### src/core/csub_pkg.sv
package csub_pkg;

  // ****************************************
  // Sizes
  // ****************************************
  localparam int NUM_SW = 5;
  localparam int NUM_BTN = 12;
  localparam int TS_W = 32;
  localparam int EVQ_DEPTH = 8;

  // ****************************************
  // Register map (byte addresses, byte = 4 x word index)
  // ****************************************
  localparam logic [7:0] ADDR_SW_STATE = 8'h00;
  localparam logic [7:0] ADDR_BTN_MODE = 8'h04;
  localparam logic [7:0] ADDR_BTN_STATE = 8'h08;
  localparam logic [7:0] ADDR_EV_MASK = 8'h0c;
  localparam logic [7:0] ADDR_ACC_LVL = 8'h10;
  localparam logic [7:0] ADDR_LED_CFG = 8'h14;
  localparam logic [7:0] ADDR_LED_SRC = 8'h18;
  localparam logic [7:0] ADDR_IRQ_STAT = 8'h1c;
  localparam logic [7:0] ADDR_IRQ_MASK = 8'h20;
  localparam logic [7:0] ADDR_EV_POP = 8'h24;
  localparam logic [7:0] ADDR_EV_TIME = 8'h28;
  localparam logic [7:0] ADDR_TIME_NOW = 8'h2c;

  // ****************************************
  // Field positions
  // ****************************************
  localparam int EVM_ON_POS = 0;
  localparam int EVM_OFF_POS = 1;
  localparam int IRQ_EVENT_POS = 0;
  localparam int IRQ_OVFL_POS = 1;
  localparam int IRQ_DENY_POS = 2;
  localparam int IRQ_W = 3;

  // ****************************************
  // Reset values
  // ****************************************
  localparam logic [1:0] EV_MASK_RST = 2'h3;
  localparam logic [1:0] ACC_LVL_RST = 2'h2;
  localparam logic [NUM_BTN-1:0] BTN_MODE_RST = 12'h000;
  localparam logic [2*NUM_BTN-1:0] LED_CFG_RST = 24'h000000;
  localparam logic [NUM_BTN-1:0] LED_SRC_RST = 12'h000;

  typedef enum logic [1:0] {
    ACC_USER = 2'b00,
    ACC_OPER = 2'b01,
    ACC_CONF = 2'b10,
    ACC_SUPER = 2'b11
  } csub_acc_e;

  typedef enum logic [1:0] {
    LED_OFF = 2'b00,
    LED_RED = 2'b01,
    LED_ORANGE = 2'b10,
    LED_GREEN = 2'b11
  } csub_led_e;

  // One switch command from the panel or the remote link
  typedef struct packed {
    logic valid;
    logic [2:0] idx;
    logic on;
  } csub_cmd_s;

  // One stored switch event
  typedef struct packed {
    logic [TS_W-1:0] stamp;
    logic [2:0] idx;
    logic on;
  } csub_ev_s;

endpackage : csub_pkg

### src/core/csub_top.sv
// Decided for this implementation: the plain strobed port and the placing of the registers.
`timescale 1ns/10ps
// Operation
// - Five independent control switches, each with its own output bit.
// - A switch keeps its state until the opposite command arrives.
// - Only panel or remote link commands change switches; nothing else.
// - Panel command needs session privilege at least the set level, default configurator.
// - On and off transitions raise distinct events; mask keeps on, off or both.
// - Each stored switch event holds the time stamp of the change.
// - Twelve front-panel push buttons, each with its own status.
// - Momentary mode: status active exactly while the button is held.
// - Toggle mode: status inverts once per press.
// - Mode per button selectable, momentary by default after reset.
// - Each button LED lights red, orange or green from status or a chosen signal.
// - Button status changes from the physical panel or a mode register write, never from the remote link.
// - Each button gives complementary on and off outputs.
module csub_top
  import csub_pkg::*;
(
  input wire logic core_clk,
  input wire logic rst_n,
  input wire logic [7:0] reg_addr,
  input wire logic [31:0] reg_wdata,
  input wire logic reg_wr,
  input wire logic reg_rd,
  output logic [31:0] reg_rdata,
  input wire csub_cmd_s panel_cmd,
  input wire logic [1:0] panel_priv,
  input wire csub_cmd_s remote_terminal_link_cmd,
  input wire logic [NUM_BTN-1:0] btn_pressed,
  input wire logic [NUM_BTN-1:0] led_ext_sig,
  output logic [NUM_SW-1:0] sw_out,
  output logic [NUM_BTN-1:0] btn_on,
  output logic [NUM_BTN-1:0] btn_off,
  output logic [2*NUM_BTN-1:0] led_color,
  output logic irq
);

  // ****************************************
  // State
  // ****************************************
  logic [NUM_SW-1:0] sw_ff, nxt_sw;
  logic [NUM_BTN-1:0] btn_mode_ff, nxt_btn_mode;
  logic [NUM_BTN-1:0] tog_ff, nxt_tog;
  logic [NUM_BTN-1:0] btn_prev_ff, nxt_btn_prev;
  logic [NUM_BTN-1:0] btn_on_ff, nxt_btn_on;
  logic [NUM_BTN-1:0] btn_off_ff, nxt_btn_off;
  logic [1:0] ev_mask_ff, nxt_ev_mask;
  logic [1:0] acc_lvl_ff, nxt_acc_lvl;
  logic [2*NUM_BTN-1:0] led_cfg_ff, nxt_led_cfg;
  logic [NUM_BTN-1:0] led_src_ff, nxt_led_src;
  logic [2*NUM_BTN-1:0] led_ff, nxt_led;
  logic [IRQ_W-1:0] irq_stat_ff, nxt_irq_stat;
  logic [IRQ_W-1:0] irq_mask_ff, nxt_irq_mask;
  logic irq_ff, nxt_irq;
  logic [TS_W-1:0] time_ff, nxt_time;
  csub_ev_s evq_ff [EVQ_DEPTH];
  csub_ev_s nxt_evq [EVQ_DEPTH];
  logic [3:0] evq_cnt_ff, nxt_evq_cnt;
  logic [31:0] rdata_ff, nxt_rdata;

  // Event ring read side is always entry 0; pops shift the queue down
  function automatic logic [31:0] ev_word(input csub_ev_s e, input logic [3:0] cnt);
    ev_word = {cnt != 4'h0, 26'h0, e.idx, e.on, 1'b0};
  endfunction : ev_word

  // ****************************************
  // Next-state logic
  // ****************************************
  always_comb begin
    logic [NUM_SW-1:0] req_on;
    logic [NUM_SW-1:0] req_off;
    logic pop;
    logic push;
    logic deny;
    logic ovfl;
    csub_ev_s new_ev;
    logic [IRQ_W-1:0] set_bits;
    req_on = '0;
    req_off = '0;
    pop = 1'b0;
    push = 1'b0;
    deny = 1'b0;
    ovfl = 1'b0;
    new_ev = '0;
    set_bits = '0;
    nxt_btn_mode = btn_mode_ff;
    nxt_ev_mask = ev_mask_ff;
    nxt_acc_lvl = acc_lvl_ff;
    nxt_led_cfg = led_cfg_ff;
    nxt_led_src = led_src_ff;
    nxt_irq_mask = irq_mask_ff;
    nxt_time = time_ff + 32'h1;
    nxt_evq = evq_ff;
    nxt_evq_cnt = evq_cnt_ff;
    nxt_rdata = 32'h0;

    // Switches: remote link takes precedence if both arrive together
    if (remote_terminal_link_cmd.valid && remote_terminal_link_cmd.idx < 3'(NUM_SW)) begin
      req_on[remote_terminal_link_cmd.idx] = remote_terminal_link_cmd.on;
      req_off[remote_terminal_link_cmd.idx] = !remote_terminal_link_cmd.on;
    end else if (panel_cmd.valid && panel_cmd.idx < 3'(NUM_SW)) begin
      if (panel_priv >= acc_lvl_ff) begin
        req_on[panel_cmd.idx] = panel_cmd.on;
        req_off[panel_cmd.idx] = !panel_cmd.on;
      end else begin
        deny = 1'b1;
      end
    end
    nxt_sw = (sw_ff | req_on) & ~req_off;

    // One change per cycle at most, so a single event slot suffices
    for (int i = 0; i < NUM_SW; i++) begin
      if (req_on[i] && !sw_ff[i] && ev_mask_ff[EVM_ON_POS]) begin
        push = 1'b1;
        new_ev = '{stamp: time_ff, idx: 3'(i), on: 1'b1};
      end
      if (req_off[i] && sw_ff[i] && ev_mask_ff[EVM_OFF_POS]) begin
        push = 1'b1;
        new_ev = '{stamp: time_ff, idx: 3'(i), on: 1'b0};
      end
    end

    // Register reads: event time must be read before the pop word
    if (reg_rd) begin
      if (reg_addr == ADDR_SW_STATE) begin
        nxt_rdata = 32'(sw_ff);
      end else if (reg_addr == ADDR_BTN_MODE) begin
        nxt_rdata = 32'(btn_mode_ff);
      end else if (reg_addr == ADDR_BTN_STATE) begin
        nxt_rdata = 32'(btn_on_ff);
      end else if (reg_addr == ADDR_EV_MASK) begin
        nxt_rdata = 32'(ev_mask_ff);
      end else if (reg_addr == ADDR_ACC_LVL) begin
        nxt_rdata = 32'(acc_lvl_ff);
      end else if (reg_addr == ADDR_LED_CFG) begin
        nxt_rdata = 32'(led_cfg_ff);
      end else if (reg_addr == ADDR_LED_SRC) begin
        nxt_rdata = 32'(led_src_ff);
      end else if (reg_addr == ADDR_IRQ_STAT) begin
        nxt_rdata = 32'(irq_stat_ff);
      end else if (reg_addr == ADDR_IRQ_MASK) begin
        nxt_rdata = 32'(irq_mask_ff);
      end else if (reg_addr == ADDR_EV_POP) begin
        nxt_rdata = ev_word(evq_ff[0], evq_cnt_ff);
        pop = (evq_cnt_ff != 4'h0);
      end else if (reg_addr == ADDR_EV_TIME) begin
        nxt_rdata = evq_ff[0].stamp;
      end else if (reg_addr == ADDR_TIME_NOW) begin
        nxt_rdata = time_ff;
      end else begin
        nxt_rdata = 32'h0;
      end
    end

    // Register writes; switch state is deliberately not writable here
    if (reg_wr) begin
      if (reg_addr == ADDR_BTN_MODE) begin
        nxt_btn_mode = reg_wdata[NUM_BTN-1:0];
      end else if (reg_addr == ADDR_EV_MASK) begin
        nxt_ev_mask = reg_wdata[1:0];
      end else if (reg_addr == ADDR_ACC_LVL) begin
        nxt_acc_lvl = reg_wdata[1:0];
      end else if (reg_addr == ADDR_LED_CFG) begin
        nxt_led_cfg = reg_wdata[2*NUM_BTN-1:0];
      end else if (reg_addr == ADDR_LED_SRC) begin
        nxt_led_src = reg_wdata[NUM_BTN-1:0];
      end else if (reg_addr == ADDR_IRQ_MASK) begin
        nxt_irq_mask = reg_wdata[IRQ_W-1:0];
      end
    end

    // Queue: pop shifts, push lands at the new tail; full drops the newest
    if (pop) begin
      for (int k = 0; k < EVQ_DEPTH - 1; k++) begin
        nxt_evq[k] = evq_ff[k+1];
      end
      nxt_evq_cnt = evq_cnt_ff - 4'h1;
    end
    if (push) begin
      if (nxt_evq_cnt < 4'(EVQ_DEPTH)) begin
        nxt_evq[nxt_evq_cnt[2:0]] = new_ev;
        nxt_evq_cnt = nxt_evq_cnt + 4'h1;
      end else begin
        ovfl = 1'b1;
      end
    end

    // Sticky status: a new event wins over a simultaneous clear
    set_bits[IRQ_EVENT_POS] = push;
    set_bits[IRQ_OVFL_POS] = ovfl;
    set_bits[IRQ_DENY_POS] = deny;
    nxt_irq_stat = irq_stat_ff;
    if (reg_wr && reg_addr == ADDR_IRQ_STAT) begin
      nxt_irq_stat = irq_stat_ff & ~reg_wdata[IRQ_W-1:0];
    end
    nxt_irq_stat = nxt_irq_stat | set_bits;
    nxt_irq = |(nxt_irq_stat & nxt_irq_mask);
  end

  // ****************************************
  // Button next-state logic
  // ****************************************
  // Panel lines, the mode register and the LED registers reach this state; no link path
  always_comb begin
    logic [NUM_BTN-1:0] btn_stat;
    btn_stat = '0;
    nxt_btn_prev = btn_pressed;
    for (int b = 0; b < NUM_BTN; b++) begin
      // Presses in momentary mode leave the toggle memory alone
      nxt_tog[b] = tog_ff[b] ^ (btn_mode_ff[b] & btn_pressed[b] & ~btn_prev_ff[b]);
      if (btn_mode_ff[b]) begin
        btn_stat[b] = nxt_tog[b];
      end else begin
        btn_stat[b] = btn_pressed[b];
      end
      nxt_btn_on[b] = btn_stat[b];
      nxt_btn_off[b] = !btn_stat[b];
      if (led_src_ff[b]) begin
        nxt_led[2*b +: 2] = led_ext_sig[b] ? led_cfg_ff[2*b +: 2] : LED_OFF;
      end else begin
        nxt_led[2*b +: 2] = btn_stat[b] ? led_cfg_ff[2*b +: 2] : LED_OFF;
      end
    end
  end

  // ****************************************
  // Registers
  // ****************************************
  // Switch state and the free-running stamp counter
  always_ff @(posedge core_clk or negedge rst_n) begin
    if (!rst_n) begin
      sw_ff <= '0;
      time_ff <= '0;
    end else begin
      sw_ff <= nxt_sw;
      time_ff <= nxt_time;
    end
  end

  // Button status and indicator drive
  always_ff @(posedge core_clk or negedge rst_n) begin
    if (!rst_n) begin
      tog_ff <= '0;
      btn_prev_ff <= '0;
      btn_on_ff <= '0;
      btn_off_ff <= '1;
      led_ff <= '0;
    end else begin
      tog_ff <= nxt_tog;
      btn_prev_ff <= nxt_btn_prev;
      btn_on_ff <= nxt_btn_on;
      btn_off_ff <= nxt_btn_off;
      led_ff <= nxt_led;
    end
  end

  // Software settings
  always_ff @(posedge core_clk or negedge rst_n) begin
    if (!rst_n) begin
      btn_mode_ff <= BTN_MODE_RST;
      ev_mask_ff <= EV_MASK_RST;
      acc_lvl_ff <= ACC_LVL_RST;
      led_cfg_ff <= LED_CFG_RST;
      led_src_ff <= LED_SRC_RST;
      irq_mask_ff <= '0;
    end else begin
      btn_mode_ff <= nxt_btn_mode;
      ev_mask_ff <= nxt_ev_mask;
      acc_lvl_ff <= nxt_acc_lvl;
      led_cfg_ff <= nxt_led_cfg;
      led_src_ff <= nxt_led_src;
      irq_mask_ff <= nxt_irq_mask;
    end
  end

  // Event queue
  always_ff @(posedge core_clk or negedge rst_n) begin
    if (!rst_n) begin
      evq_cnt_ff <= '0;
      for (int k = 0; k < EVQ_DEPTH; k++) begin
        evq_ff[k] <= '0;
      end
    end else begin
      evq_cnt_ff <= nxt_evq_cnt;
      evq_ff <= nxt_evq;
    end
  end

  // Status, interrupt line and read data
  always_ff @(posedge core_clk or negedge rst_n) begin
    if (!rst_n) begin
      irq_stat_ff <= '0;
      irq_ff <= 1'b0;
      rdata_ff <= '0;
    end else begin
      irq_stat_ff <= nxt_irq_stat;
      irq_ff <= nxt_irq;
      rdata_ff <= nxt_rdata;
    end
  end

  // ****************************************
  // Outputs
  // ****************************************
  assign sw_out = sw_ff;
  assign btn_on = btn_on_ff;
  assign btn_off = btn_off_ff;
  assign led_color = led_ff;
  assign irq = irq_ff;
  assign reg_rdata = rdata_ff;

endmodule : csub_top

### config.mk
export PLATFORM = sky130hd
export DESIGN_NAME = csub_top
export DESIGN_NICKNAME = d
export VERILOG_FILES = /design/src/core/csub_pkg.sv /design/src/core/csub_top.sv
export SDC_FILE = /design/constraint.sdc
export NUM_CORES = 1
export LEC_CHECK = 0
export BUFFER_PORTS_ARGS = -buffer_cell sky130_fd_sc_hd__buf_2
export CORE_MARGIN = 2
export CORE_UTILIZATION = 29
export CTS_CLUSTER_SIZE = 10
export DETAILED_ROUTE_END_ITERATION = 12
export SYNTH_ARGS = -nofsm -noshare
export SYNTH_HDL_FRONTEND = slang
export SYNTH_SLANG_ARGS = --single-unit
### constraint.sdc
create_clock -name core_clk -period 2.8 [get_ports core_clk]
set_input_delay 0.28 -clock core_clk [delete_from_list [all_inputs] [get_ports core_clk]]
set_output_delay 0.28 -clock core_clk [all_outputs]
set_load 0.005 [all_outputs]
==> results.yml <==
critical_path:
  ff2ff_path_depth: 13
  reg2reg_slack_ns: -0.21
  cp.required_ns: 3.32
  crit_path_start_kind: "flip-flop"
  endpoint_kind: "flip-flop"
  path_max_fanout: 28
  cp.arrival_ns: 3.53
  critical_path_class: "reg2reg"
pwr:
  pwr_density_cell_mw_per_mm2: 605
  clockPowerShare_pct: 37.3
  irDropWorstVdd_uv: 513
  combinationalPowerShare_pct: 15.5
  p_leak_nw: 12.4
  netSwitchingPower_mw: 4.69
  swShare_pct: 27.1
  pwr-share-seq_pct: 47.2
  p_int_mw: 12.6
global_routing:
  groute.usage.overall_pct: 15.4
  grt_pass1_vias: 17200
  antenna_found_initial: 1
  grt-ovfl-total: 0
  grt_max_degree: 98
  grt_pass1_wl_mm: 96.3
sta:
  relSlewSlack_pct: 52.3
  hold-worst-slack_ns: 0.00621
  fin_skew_ns: 0.0228
  finalCritPeriodShare_pct: 108
  hold_violations: 0
  worstMarginPinSlew_ns: 0.696
  maxSlewViolCount: 0
  grt_setup_unrepaired: "yes"
  max_freq_ghz: 0.332
  setup_viol: 253
  period_needed_ns: 3.01
  setup_ws_ns: -0.213
layout:
  drive_gt1_share_pct: 26.6
  nets: 2412
  antenna_cells: 0
  area_growth_pct: 29.7
yosys:
  syn_nets: 2128
  postSynthAreaPerCell_sq_um: 10.8
  ys_warn_count: 0
  synth_cell_types: 68
  ys.flop_type: "dfrtp_1"
  synth_edf_count: 0
  synth_seq_cells: 492
  async_flop_share_pct: 100
  synth-seq-area-share_pct: 55.8
  synthesis.area_sq_mm: 0.0221
  postSynthCellCount: 2043
die:
  num_rows: 101
  die_height_microns: 280
  start_util_pct: 29.2
  top_level_ports: 166
  core_area_sq_mm: 0.0757
  fp.dieW_microns: 280
  die_area_sq_mm: 0.0784
routing:
  drcViolationCount: 0
  wl_per_cell_microns: 19.4
  route.antenna.remaining_nets: 0
  drt_wl_total_mm: 64.5
  top_layer: "met4"
  dr_wl_met2_mm: 31.7
  viasPerCell: 5.04
  met3_length_mm: 3.39
  vias: 16800
  drtIter0Drc: 1248
  first_pass_iters: 7
  wl_met1_mm: 27.3
worst_hold_path:
  min_path_cells: 3
  min-delay-path-class: "in2reg"
cts:
  clk_pin_slew_ns: 0.05
  cts_sinks: 492
  cts_tree: "yes"
  clock_path_buffers: 3
  cts_made_buffers: 55
  clk_latency_ns: 0.61
  root_buffer: "clkbuf_16"
  cts_max_level: 2
placed_design:
  post-place-ws_ns: -0.311
  dpl.hpwl_mm: 38.0
  place_congestion: 0.824
  io_buffers: 157
status:
  status: "finished, violations left"
  violations: "negative setup slack"
job:
  maxCapViolCount: 0
## critical path, stage by stage, from the launching register on
cell	delay, ns
dfstp_2	0.54
inv_2	0.04
ha_4	0.27
o21bai_4	0.08
nor4b_4	0.35
a32oi_2	0.17
o32ai_2	0.14
and4bb_4	0.29
buf_4	0.15
a211oi_4	0.28
buf_6	0.16
buf_12	0.17
nand3_1	0.09
o21ai_1	0.15
## cells in the mapped netlist, types with 2 or more instances
cell / count / share of area, %
dfrtp_1: 477 / 54
o21ai_0: 249 / 5.6
mux2i_1: 248 / 11
nand2_1: 239 / 4.1
nand3_1: 122 / 2.8
clkbuf_1: 119 / 2.0
mux2_2: 90 / 4.6
nor2_1: 90 / 1.5
a21oi_1: 54 / 1.2
inv_1: 41 / 0.70
xnor2_1: 34 / 1.3
a222oi_1: 28 / 1.3
nor2b_1: 28 / 0.79
buf_2: 21 / 0.48
and3_1: 16 / 0.45
buf_1: 15 / 0.25
dfstp_2: 15 / 1.8
xor2_1: 12 / 0.48
a22oi_1: 11 / 0.37
nor3_1: 11 / 0.25
and2_1: 8 / 0.23
nand2b_1: 8 / 0.23
a211oi_1: 7 / 0.24
a31oi_1: 7 / 0.20
nor4_1: 7 / 0.20
a211oi_2: 6 / 0.34
a32oi_1: 5 / 0.20
and4_1: 5 / 0.20
ha_1: 5 / 0.28
nor3b_1: 5 / 0.17
buf_6: 4 / 0.20
o221ai_1: 4 / 0.16
a221oi_1: 3 / 0.12
a2bb2oi_1: 3 / 0.12
nand4_1: 3 / 0.085
a21o_1: 2 / 0.068
a32o_1: 2 / 0.091
nand3b_1: 2 / 0.068
nor4b_1: 2 / 0.079
o22ai_1: 2 / 0.057
o31a_1: 2 / 0.079
o31ai_1: 2 / 0.068
or2_2: 2 / 0.057
or3b_1: 2 / 0.079
or4_1: 2 / 0.068
## per-layer routing
metal / vias to the layer above / GRT usage (%)
met5: - / 0
met4: 0 / 5.07
met3: 122 / 2.69
met2: 490 / 26.3
met1: 8446 / 19.7
li1: 7745 / -
## final cells by class
type	count	area, sq um
fill	7147	47100
tap	978	1220
timing repair buffer	387	3750
clock inverter	2	35.0
inverter	42	158
clock buffer	81	1510
sequential	492	12300
multi-input combinational	1349	9650
## sequential cells by signal, summed over array words and instances, names as in the netlist, 4 cells and up, named ones only
name and flops:
evq_ff 252, reg_rdata 32, time_ff 32, led_cfg_ff 24, led_color 24, btn_mode_ff 12, btn_off 12, btn_on 12
btn_prev_ff 12, led_src_ff 12, tog_ff 12, sw_out 5, evq_cnt_ff 4
## per-stage QoR
step | cells | power (mW) | utilization [%] | area (sq um) | setup TNS, ns
after floorplan | 2043 | 9.51 | - | 22300 | -2.02
after global placement | 3151 | 10.4 | 33.1 | 25000 | -51.50
after detailed placement | 3151 | 10.5 | 33.1 | 25000 | -61.28
after CTS | 3303 | 17.3 | 36.6 | 27700 | -22.72
after global routing | 3331 | 18.1 | 37.8 | 28600 | -60.47
final | 3331 | 17.3 | 37.8 | 28600 | -31.50
## power by group through the flow
stage,logic [mW],clock network [mW],registers [mW]
floorplan,1.36,0,8.15
global placement,2.15,0,8.26
detailed placement,2.22,0,8.29
CTS,2.46,6.65,8.17
global route,2.95,6.90,8.25
finish,2.69,6.46,8.18
## cell usage in the layout (no fill, tap or decap), types with 9 or more instances in the layout
master / instances
mux2_4: 32
nand2_4: 9
nor3_1: 10
xnor2_1: 34
buf_2: 156
nand3_2: 22
buf_6: 18
clkbuf_1: 24
o21ai_1: 102
buf_12: 37
inv_1: 40
mux2_2: 58
dfrtp_1: 477
o21ai_2: 20
a21oi_1: 46
buf_16: 15
o21ai_0: 128
dlygate4sd3_1: 40
a22oi_1: 10
nand2_1: 218
buf_4: 101
a222oi_1: 28
clkbuf_16: 71
nor2_1: 84
nor2b_1: 28
mux2i_1: 248
nand2_2: 13
xor2_1: 12
dfstp_2: 15
and3_1: 16
nand3_1: 97
## cells by family after synthesis
kind of cell	Yosys count	synth area share (%)
AO/OA/AOI/OAI	399	10.7
XOR/XNOR	46	1.82
adder cells (fa/ha/maj)	5	0.283
buffers and inverters	203	3.77
flip-flops	492	55.8
multiplexers	339	15.9
AND/OR/NAND/NOR	559	11.6
## path summary, 6_finish.rpt
check,end,from
max reg2reg,evq_ff[210],acc_lvl_ff[1]
min reg2reg,tog_ff[8],tog_ff[8]
min,led_color[11],led_ext_sig[5]
max in group asynchronous,acc_lvl_ff[1],rst_n
max,evq_ff[210],acc_lvl_ff[1]
min in group asynchronous,reg_rdata[29],rst_n
## timing repair
item	4_1_cts	5_1_grt
resized for setup	69	219
hold endpoints to repair	135	0
pin swaps	10	25
buffers inserted	16	11
hold buffers	40	0
endpoints found under the setup margin	290	292
gates cloned	13	19
(Power assumes the default switching activity.)
